==> config.mk <==
export PLATFORM = sky130hd
export DESIGN_NAME = pd_gain_select
export DESIGN_NICKNAME = d
export VERILOG_FILES = /design/src/logic/pd_gain_pkg.sv /design/src/logic/pd_gain_select.sv
export SDC_FILE = /design/constraint.sdc
export NUM_CORES = 1
export LEC_CHECK = 0
export BUFFER_PORTS_ARGS = -buffer_cell sky130_fd_sc_hd__buf_2
export CORE_ASPECT_RATIO = 1.5
export CORE_MARGIN = 2
export CORE_UTILIZATION = 47
export DETAILED_ROUTE_END_ITERATION = 6
export PLACE_DENSITY = 0.88
export SYNTH_ARGS = -nofsm -noshare
export SYNTH_HDL_FRONTEND = slang
export SYNTH_SLANG_ARGS = --single-unit
==> constraint.sdc <==
create_clock -name core_clk -period 1.3 [get_ports core_clk]
set_input_delay 0.13 -clock core_clk [delete_from_list [all_inputs] [get_ports core_clk]]
set_output_delay 0.13 -clock core_clk [all_outputs]
set_load 0.01 [all_outputs]
==> src/logic/pd_gain_pkg.sv <==
// constants for the phase detector gain select registers of both loops
// assumes a byte-wide microprocessor register port and a 25 MHz system clock
package pd_gain_pkg;
    localparam logic [6:0] AUX_GAIN_ADDR  = 7'h6C;
    localparam logic [6:0] MAIN_GAIN_ADDR = 7'h6D;
    localparam logic [7:0] GAIN_RESET     = 8'hC2;
    localparam logic [7:0] GAIN_WR_MASK   = 8'hF7;  // bit 3 unused
    localparam int         ENABLE_BIT     = 7;
    localparam int         ANALOG_LSB     = 4;
    localparam int         DIGITAL_LSB    = 0;
    // locking mode of a loop as reported by its controller
    typedef enum logic [1:0] {
        MODE_DIGITAL     = 2'b00,
        MODE_ANALOG_HIGH = 2'b01,
        MODE_ANALOG_LOW  = 2'b10
    } lock_mode_t;
endpackage : pd_gain_pkg

==> src/logic/pd_gain_select.sv <==
// register bank and gain selection for the second phase detector of two loops
// assumes a synchronous byte register port; the low-frequency analog gain of each
// loop lives in a neighbouring register and arrives here as an input

// How it works
// - auxiliary loop enable bit at 0 turns off the mode-based gain choice, at 1 picks by locking mode.
// - auxiliary analog gain field sets the gain only in analog mode above 8 kHz with auto select on.
// - main analog gain field sets the gain in high-frequency analog mode and is ignored with auto select off.
// - auxiliary digital gain field sets the gain in digital mode and always when auto select is off.
// - both gain registers reset to 1100 0010.
// - main digital gain field sets the gain in digital mode and always when auto select is off.
module pd_gain_select (
    // clock and reset
    input  wire logic                     core_clk,
    input  wire logic                     rst,
    // register port
    input  wire logic [6:0]               reg_addr,
    input  wire logic                     reg_wr,
    input  wire logic [7:0]               reg_wdata,
    output logic      [7:0]               reg_rdata,
    // loop state
    input  wire pd_gain_pkg::lock_mode_t  aux_mode,
    input  wire pd_gain_pkg::lock_mode_t  main_mode,
    input  wire logic [2:0]               aux_analog_low_gain,
    input  wire logic [2:0]               main_analog_low_gain,
    // selected phase detector gains
    output logic      [2:0]               aux_pd_gain,
    output logic      [2:0]               main_pd_gain
);
    // one byte of storage per loop; bit 3 is never stored as a one
    logic [7:0] aux_gain_q;
    logic [7:0] main_gain_q;

    // register fields by name, used by the checks below; the gain picks tap the registers directly
    logic       aux_auto_gain_enable;
    logic [2:0] aux_analog_gain;
    logic [2:0] aux_digital_gain;
    logic       main_auto_gain_enable;
    logic [2:0] main_analog_gain;
    logic [2:0] main_digital_gain;

    // field taps of the auxiliary loop register
    assign aux_auto_gain_enable  = aux_gain_q[pd_gain_pkg::ENABLE_BIT];
    assign aux_analog_gain       = aux_gain_q[pd_gain_pkg::ANALOG_LSB +: 3];
    assign aux_digital_gain      = aux_gain_q[pd_gain_pkg::DIGITAL_LSB +: 3];

    // field taps of the main loop register
    assign main_auto_gain_enable = main_gain_q[pd_gain_pkg::ENABLE_BIT];
    assign main_analog_gain      = main_gain_q[pd_gain_pkg::ANALOG_LSB +: 3];
    assign main_digital_gain     = main_gain_q[pd_gain_pkg::DIGITAL_LSB +: 3];

    // keeps the unused bit 3 at zero whatever software writes
    function automatic logic [7:0] masked_write(input logic [7:0] d);
        return d & pd_gain_pkg::GAIN_WR_MASK;
    endfunction : masked_write

    // picks a gain field from the register and locking mode
    function automatic logic [2:0] pick_gain(input logic [7:0] r, input pd_gain_pkg::lock_mode_t m,
                                             input logic [2:0] low);
        logic [2:0] g;
        g = r[pd_gain_pkg::DIGITAL_LSB +: 3];
        if (r[pd_gain_pkg::ENABLE_BIT]) begin
            case (m)
                pd_gain_pkg::MODE_ANALOG_HIGH: g = r[pd_gain_pkg::ANALOG_LSB +: 3];
                pd_gain_pkg::MODE_ANALOG_LOW:  g = low;
                default:                       g = r[pd_gain_pkg::DIGITAL_LSB +: 3];
            endcase
        end
        return g;
    endfunction : pick_gain

    // auxiliary register; masking write keeps bit 3 at zero
    always_ff @(posedge core_clk) begin
        if (rst) begin
            aux_gain_q <= pd_gain_pkg::GAIN_RESET;
        end else if (reg_wr && reg_addr == pd_gain_pkg::AUX_GAIN_ADDR) begin
            aux_gain_q <= masked_write(reg_wdata);
        end
    end

    // main register
    always_ff @(posedge core_clk) begin
        if (rst) begin
            main_gain_q <= pd_gain_pkg::GAIN_RESET;
        end else if (reg_wr && reg_addr == pd_gain_pkg::MAIN_GAIN_ADDR) begin
            main_gain_q <= masked_write(reg_wdata);
        end
    end

    // auxiliary gain registered so the detector sees a clean value;
    // it lags a register write or a mode change by one cycle
    always_ff @(posedge core_clk) begin
        if (rst) begin
            aux_pd_gain <= pd_gain_pkg::GAIN_RESET[2:0];
        end else begin
            aux_pd_gain <= pick_gain(aux_gain_q, aux_mode, aux_analog_low_gain);
        end
    end

    // main gain, same one-cycle lag as the auxiliary one
    always_ff @(posedge core_clk) begin
        if (rst) begin
            main_pd_gain <= pd_gain_pkg::GAIN_RESET[2:0];
        end else begin
            main_pd_gain <= pick_gain(main_gain_q, main_mode, main_analog_low_gain);
        end
    end

    // read data; unmapped addresses return zero
    always_comb begin
        case (reg_addr)
            pd_gain_pkg::AUX_GAIN_ADDR:  reg_rdata = aux_gain_q;
            pd_gain_pkg::MAIN_GAIN_ADDR: reg_rdata = main_gain_q;
            default:                     reg_rdata = 8'h00;
        endcase
    end

    AST_RESET_VALUE: assert property (@(posedge core_clk) rst |=> aux_gain_q == 8'hC2 && main_gain_q == 8'hC2)
        else $error("gain register not at reset value");
    AST_BIT3_ZERO: assert property (@(posedge core_clk) disable iff (rst) !aux_gain_q[3] && !main_gain_q[3])
        else $error("unused bit 3 set");
    AST_AUX_DISABLED: assert property (@(posedge core_clk) disable iff (rst)
        !aux_gain_q[7] |=> aux_pd_gain == $past(aux_gain_q[2:0])) else $error("aux gain not digital when disabled");
    AST_MAIN_DISABLED: assert property (@(posedge core_clk) disable iff (rst)
        !main_gain_q[7] |=> main_pd_gain == $past(main_gain_q[2:0])) else $error("main gain not digital when disabled");
    AST_AUX_ANALOG: assert property (@(posedge core_clk) disable iff (rst)
        aux_gain_q[7] && aux_mode == pd_gain_pkg::MODE_ANALOG_HIGH |=> aux_pd_gain == $past(aux_gain_q[6:4]))
        else $error("aux analog gain not used");
    AST_MAIN_ANALOG: assert property (@(posedge core_clk) disable iff (rst)
        main_gain_q[7] && main_mode == pd_gain_pkg::MODE_ANALOG_HIGH |=> main_pd_gain == $past(main_gain_q[6:4]))
        else $error("main analog gain not used");
    AST_AUX_MODE: assert property (@(posedge core_clk) disable iff (rst)
        aux_gain_q[7] && aux_mode == pd_gain_pkg::MODE_ANALOG_LOW |=> aux_pd_gain == $past(aux_analog_low_gain))
        else $error("aux low gain not used");
    AST_MAIN_MODE: assert property (@(posedge core_clk) disable iff (rst)
        main_gain_q[7] && main_mode == pd_gain_pkg::MODE_DIGITAL |=> main_pd_gain == $past(main_gain_q[2:0]))
        else $error("main digital gain not used");

    // gain outputs leave reset at the digital field of the reset value
    AST_GAIN_RESET: assert property (@(posedge core_clk)
        rst |=> aux_pd_gain == 3'h2 && main_pd_gain == 3'h2)
        else $error("gain output not at reset value");

    // auxiliary loop in digital mode with auto select on uses the digital field
    AST_AUX_DIGITAL: assert property (@(posedge core_clk) disable iff (rst)
        aux_auto_gain_enable && aux_mode == pd_gain_pkg::MODE_DIGITAL |=> aux_pd_gain == $past(aux_digital_gain))
        else $error("aux digital gain not used");

    // main loop in low analog mode with auto select on uses the low gain input
    AST_MAIN_LOW: assert property (@(posedge core_clk) disable iff (rst)
        main_auto_gain_enable && main_mode == pd_gain_pkg::MODE_ANALOG_LOW
        |=> main_pd_gain == $past(main_analog_low_gain))
        else $error("main low gain not used");

    // the spare mode code falls back to the digital field, so a glitch cannot pick a stray gain
    AST_AUX_SPARE_MODE: assert property (@(posedge core_clk) disable iff (rst)
        aux_auto_gain_enable && aux_mode == 2'b11 |=> aux_pd_gain == $past(aux_digital_gain))
        else $error("aux spare mode not digital");

    // same fallback on the main loop
    AST_MAIN_SPARE_MODE: assert property (@(posedge core_clk) disable iff (rst)
        main_auto_gain_enable && main_mode == 2'b11 |=> main_pd_gain == $past(main_digital_gain))
        else $error("main spare mode not digital");

    // analog field is ignored while auto select is off
    AST_AUX_ANALOG_OFF: assert property (@(posedge core_clk) disable iff (rst)
        !aux_auto_gain_enable && aux_mode == pd_gain_pkg::MODE_ANALOG_HIGH
        |=> aux_pd_gain == $past(aux_digital_gain))
        else $error("aux analog gain used while disabled");

    // same on the main loop
    AST_MAIN_ANALOG_OFF: assert property (@(posedge core_clk) disable iff (rst)
        !main_auto_gain_enable && main_mode == pd_gain_pkg::MODE_ANALOG_HIGH
        |=> main_pd_gain == $past(main_digital_gain))
        else $error("main analog gain used while disabled");

    // low analog mode does not steer the auxiliary gain while auto select is off
    AST_AUX_LOW_OFF: assert property (@(posedge core_clk) disable iff (rst)
        !aux_auto_gain_enable && aux_mode == pd_gain_pkg::MODE_ANALOG_LOW
        |=> aux_pd_gain == $past(aux_digital_gain))
        else $error("aux low gain used while disabled");

    // same on the main loop
    AST_MAIN_LOW_OFF: assert property (@(posedge core_clk) disable iff (rst)
        !main_auto_gain_enable && main_mode == pd_gain_pkg::MODE_ANALOG_LOW
        |=> main_pd_gain == $past(main_digital_gain))
        else $error("main low gain used while disabled");

    // a write to the auxiliary register lands with bit 3 cleared
    AST_AUX_WRITE: assert property (@(posedge core_clk) disable iff (rst)
        reg_wr && reg_addr == pd_gain_pkg::AUX_GAIN_ADDR |=> aux_gain_q == ($past(reg_wdata) & 8'hF7))
        else $error("aux write not stored");

    // a write to the main register lands with bit 3 cleared
    AST_MAIN_WRITE: assert property (@(posedge core_clk) disable iff (rst)
        reg_wr && reg_addr == pd_gain_pkg::MAIN_GAIN_ADDR |=> main_gain_q == ($past(reg_wdata) & 8'hF7))
        else $error("main write not stored");

    // the auxiliary settings change only on a write to their own address
    AST_AUX_HOLD: assert property (@(posedge core_clk) disable iff (rst)
        !(reg_wr && reg_addr == pd_gain_pkg::AUX_GAIN_ADDR) |=> aux_gain_q == $past(aux_gain_q))
        else $error("aux register changed without a write");

    // the main settings change only on a write to their own address
    AST_MAIN_HOLD: assert property (@(posedge core_clk) disable iff (rst)
        !(reg_wr && reg_addr == pd_gain_pkg::MAIN_GAIN_ADDR) |=> main_gain_q == $past(main_gain_q))
        else $error("main register changed without a write");

    // reads return the addressed register and zero elsewhere
    AST_READ_MAP: assert property (@(posedge core_clk) disable iff (rst)
        (reg_addr == pd_gain_pkg::AUX_GAIN_ADDR) ? reg_rdata == aux_gain_q :
        (reg_addr == pd_gain_pkg::MAIN_GAIN_ADDR) ? reg_rdata == main_gain_q : reg_rdata == 8'h00)
        else $error("read data does not match address");

    // bit 3 always reads zero
    AST_READ_BIT3: assert property (@(posedge core_clk) disable iff (rst)
        !reg_rdata[3])
        else $error("read bit 3 set");

    // gain moves only when its register, mode or low input moved; the reset
    // cycle is excluded since the reset value need not match the pick
    AST_AUX_STEADY: assert property (@(posedge core_clk) disable iff (rst)
        !$past(rst) && $stable(aux_gain_q) && $stable(aux_mode) && $stable(aux_analog_low_gain)
        |=> $stable(aux_pd_gain))
        else $error("aux gain moved with steady inputs");

    // same for the main loop
    AST_MAIN_STEADY: assert property (@(posedge core_clk) disable iff (rst)
        !$past(rst) && $stable(main_gain_q) && $stable(main_mode) && $stable(main_analog_low_gain)
        |=> $stable(main_pd_gain))
        else $error("main gain moved with steady inputs");
endmodule : pd_gain_select

* Yosys cells after proc, flatten, opt, wreduce, memory -nomap -nowiden
Index checks and enable logic that the tools add are counted.
** Storage, ports and cells
- Flip-flop bits (word level) :: 20
- Input bits :: 28
- Word-level logic and storage cells :: 17
** Cells by class
- Eq/ne operators :: 6
- Multiplexer cells :: 5
- Reductions and logical operators :: 2
** Operators by type and width (count)
- case mux 8 bit (2 select lines) :: 1
- == test 7 bit, second input constant :: 2
- case mux 3 bit (2 select lines) :: 2
- two-way mux 3 bit :: 2
- == test 2 x 1 -> 1 bit, second input constant :: 2
- == test 2 bit, second input constant :: 2
- logical AND 1 bit :: 2

* Longest topological paths before layout
- Depth in word-level cells :: 3
- Depth in mapped cells :: 5
- Depth with buffers taken out :: 5

* Worst setup path before layout
Ideal clock, no wire load.
- Path type :: in2reg
- Start :: input port aux_mode[0]
- End :: register aux_pd_gain[1]
- Setup time :: 0.120 ns
- Data arrival time :: 1.014 ns
- Slack :: 0.166 ns
- Cell stages on the path :: 5
- Path buffers :: 0
- Cell sequence :: inv_1 -> ha_1 -> nor2b_1 -> nor2b_1 -> a211o_1
** On the way
- Cells in the longest elaborated chain, start to end :: 3
- Elaborated cells on any way between the ends :: 4
- Classes of those cells :: 2 x eq/ne; 2 x mux
** Ends and longest elaborated chain
- start, declared :: RTL line pd_gain_select.sv:22 : input wire pd_gain_pkg::lock_mode_t aux_mode,
- == test 2 bit / == test 2 x 1 -> 1 bit (equally long branches) :: RTL line pd_gain_select.sv:63 : case (m)
- case mux 3 bit (2 select lines) (*) :: RTL line pd_gain_select.sv:63
- two-way mux 3 bit (*) :: RTL line pd_gain_select.sv:62 : if (r[pd_gain_pkg::ENABLE_BIT]) begin
- end signal, assigned :: RTL line pd_gain_select.sv:94 : aux_pd_gain <= pd_gain_pkg::GAIN_RESET[2:0];
- end signal, assigned :: RTL line pd_gain_select.sv:96 : aux_pd_gain <= pick_gain(aux_gain_q, aux_mode, aux_analog_low_gain);
- end, declared :: RTL line pd_gain_select.sv:27 : output logic [2:0] aux_pd_gain,
Mark *: on every way between the ends. The rest lies on a longest branch, timed or not.
A chain may end at the register's enable or synchronous reset.

* Final worst setup path
- Start :: register main_gain_q[4]
- End :: output port reg_rdata[4]
** On the way
- Cells in the longest elaborated chain, start to end :: 1
** Ends and longest elaborated chain
- start, declared :: RTL line pd_gain_select.sv:32 : logic [7:0] main_gain_q;
- start signal, assigned :: RTL line pd_gain_select.sv:84 : main_gain_q <= pd_gain_pkg::GAIN_RESET;
- start signal, assigned :: RTL line pd_gain_select.sv:86 : main_gain_q <= masked_write(reg_wdata);
- case mux 8 bit (2 select lines) :: RTL line pd_gain_select.sv:111 : case (reg_addr)
- end, declared :: RTL line pd_gain_select.sv:20 : output logic [7:0] reg_rdata,
No other way between the ends.

==> out/metrics.cfg <==
[run_status]
status=complete, no violations

[clock_network]
cts_resized=0
tritoncts=done
cts.clk_slew.worst_paths_ps=110
insertion_delay_ps=290
ctsHoldBuffers=0
htree_levels=1
post_cts.repair.setup_buffers=0
cts_sinks=20
cts-root-buf=clkbuf_4
numCtsBuffers=3
clock_path_buffers=2

[sta]
rsz0062_at_grt=no
setup_viol_count_final=0
skew_ps=2.91
drv_slew=0
fin_ws_ps=128
fmax_ghz=0.853
finalCriticalPeriod_ps=1170
tns_ps=0
hold_viol_final=0
fin_crit_sh=0.902

[floorplan]
io-pin-count=42
core_area_um2=2210
die_h_um=62.5
initial_core_util=0.486
rows=21
dieArea_um2=2690
die_w_um=43

[cells_and_area]
multi_input_area_um2=612
syn_to_final_growth_pct=22.2
nets=189
nFillCells=209
n_antenna_cell=0
regArea_um2=400
drive_gt1_frac=0.301

[power]
fin_total_pwr_w=0.00117
p_leak_nw=0.641
power_density_nw_per_um2=894
vdd_drop_max_mv=0.467

[min_path]
hp-start=reg_wdata[1]
hold_class=in2reg

[placed_design]
numPortBuffers=39
hpwl_um=1940
gp_congestion=0.793
place_ws_ps=4.50

[synth]
syn_nets=148
ys_seq_area_frac=0.373
synthesis.area_um2=1070
netlist.area_leader.share=0.373
ys_ff_latch=20
synth_edf_count=0
yosys.area.top_type=dfxtp_1
synth.distinct_cells=25
ys.warnings.count=0
syn_inst=116
syn_avg_cell_area_um2=9.24
async_flop_share=0
ys.flop_type=dfxtp_1
synthTopCellsByArea=dfxtp_1, mux2i_1, nor2_1

[global_routing]
grt_antenna_before_repair=0
grt_start_max_net_pins=28
grt_usage=0.191
grt_pass1_wl_um=3970
gr-total-overflow=0
first_global_vias=970

[worst_setup_path]
critPathKind=reg2out
critPathArrivalTime_ps=1040
reg2reg_from=main_gain_q[7]$_SDFFE_PP1P_
crit_path_start_kind=register
cp-end-kind=output pin
crit_required_ps=1170
cp_max_fo=3
crit_start=main_gain_q[4]$_SDFFE_PP0P_

[flow_run]
cap_violations=0

[routing]
drt-initial-drc-count=9
wl_per_cell_um=13.6
wirelength_um=2440
detail-route-antenna-nets=0
vias=969
drt_pass1_iterations=4
vias_per_cell=5.41
drc=0

==> layout by cell type (no fill, tap or decap) <==
master	Yosys	layout
a211o_1	2	2
clkbuf_4	0	3
and4_1	1	1
a22oi_1	4	4
nand4b_1	1	1
or2_1	1	1
and4b_1	1	1
nand2_1	1	1
inv_1	4	4
o21ai_1	4	4
mux2i_1	17	17
buf_4	1	3
a211oi_1	4	4
buf_2	2	39
dfxtp_1	20	20
nand4_1	1	1
conb_1	1	1
ha_1	4	4
nor2b_1	9	9
a22o_1	2	2
o21ai_0	4	4
nand4bb_4	1	1
clkbuf_8	0	1
nand2b_1	8	8
nor2_1	20	20
==> cell usage after synthesis, types with 4 or more instances <==
library cell / n
dfxtp_1: 20
nor2_1: 20
mux2i_1: 17
nor2b_1: 9
nand2b_1: 8
a211oi_1: 4
a22oi_1: 4
ha_1: 4
inv_1: 4
o21ai_0: 4
o21ai_1: 4
==> final cells by class <==
type | count | area share
inverter | 4 | 0.0115
tap | 23 | 0.0220
sequential | 20 | 0.306
clock buffer | 4 | 0.0277
multi-input combinational | 86 | 0.467
timing repair buffer | 42 | 0.166
==> worst paths after layout <==
check / to / slack, ps / depth (start not counted)
hold reg to reg: aux_pd_gain[2]$_SDFF_PP0_ / 530 / 2
setup reg to reg: main_pd_gain[1]$_SDFF_PP1_ / 150 / 3
setup / recovery: reg_rdata[4] / 130 / 3
hold / removal: main_gain_q[1]$_SDFFE_PP1P_ / 100 / 3
==> report_power, final <==
group          leakage, nW  internal [W]  switching [W]  total (W)
logic                0.457     0.0000910      0.0000951   0.000186
clock network       0.0210      0.000171       0.000182   0.000353
registers            0.163      0.000628     0.00000370   0.000632
total                0.641      0.000890       0.000281    0.00117
==> sequential cells by signal (all words and copies together), names as in the netlist <==
register      count
main_pd_gain      3
aux_gain_q        7
aux_pd_gain       3
main_gain_q       7
==> through the flow <==
step	area [um2]	std cells	utilization	hold WS [ps]
after floorplan	1070	116	-	297
after global placement	1270	175	0.577	399
after detailed placement	1270	175	0.577	407
after CTS	1310	179	0.594	92.1
after global routing	1310	179	0.594	102
final	1310	179	0.594	98.1
==> kinds of logic after synthesis <==
group	Yosys count	share of synthesized area
flip-flops	20	0.373
multiplexers	17	0.159
AND/OR/NAND/NOR	44	0.236
buffers and inverters	10	0.0560
other	1	0.00350
adder cells (fa/ha/maj)	4	0.0467
AO/OA/AOI/OAI	20	0.126
==> layer usage <==
metal	track usage	up-vias	share of wire
met2	0.345	24	0.55
met5	0	-	0
li1	-	481	-
met4	0.0985	0	0.032
met3	0.0318	8	0.032
met1	0.203	456	0.38
==> worst max-delay path, cell delays in order, from the launching register on <==
cell and delay, ps:
dfxtp_1 420, mux2i_1 110, nor2_1 90, buf_2 130
(Power assumes the default switching activity.)
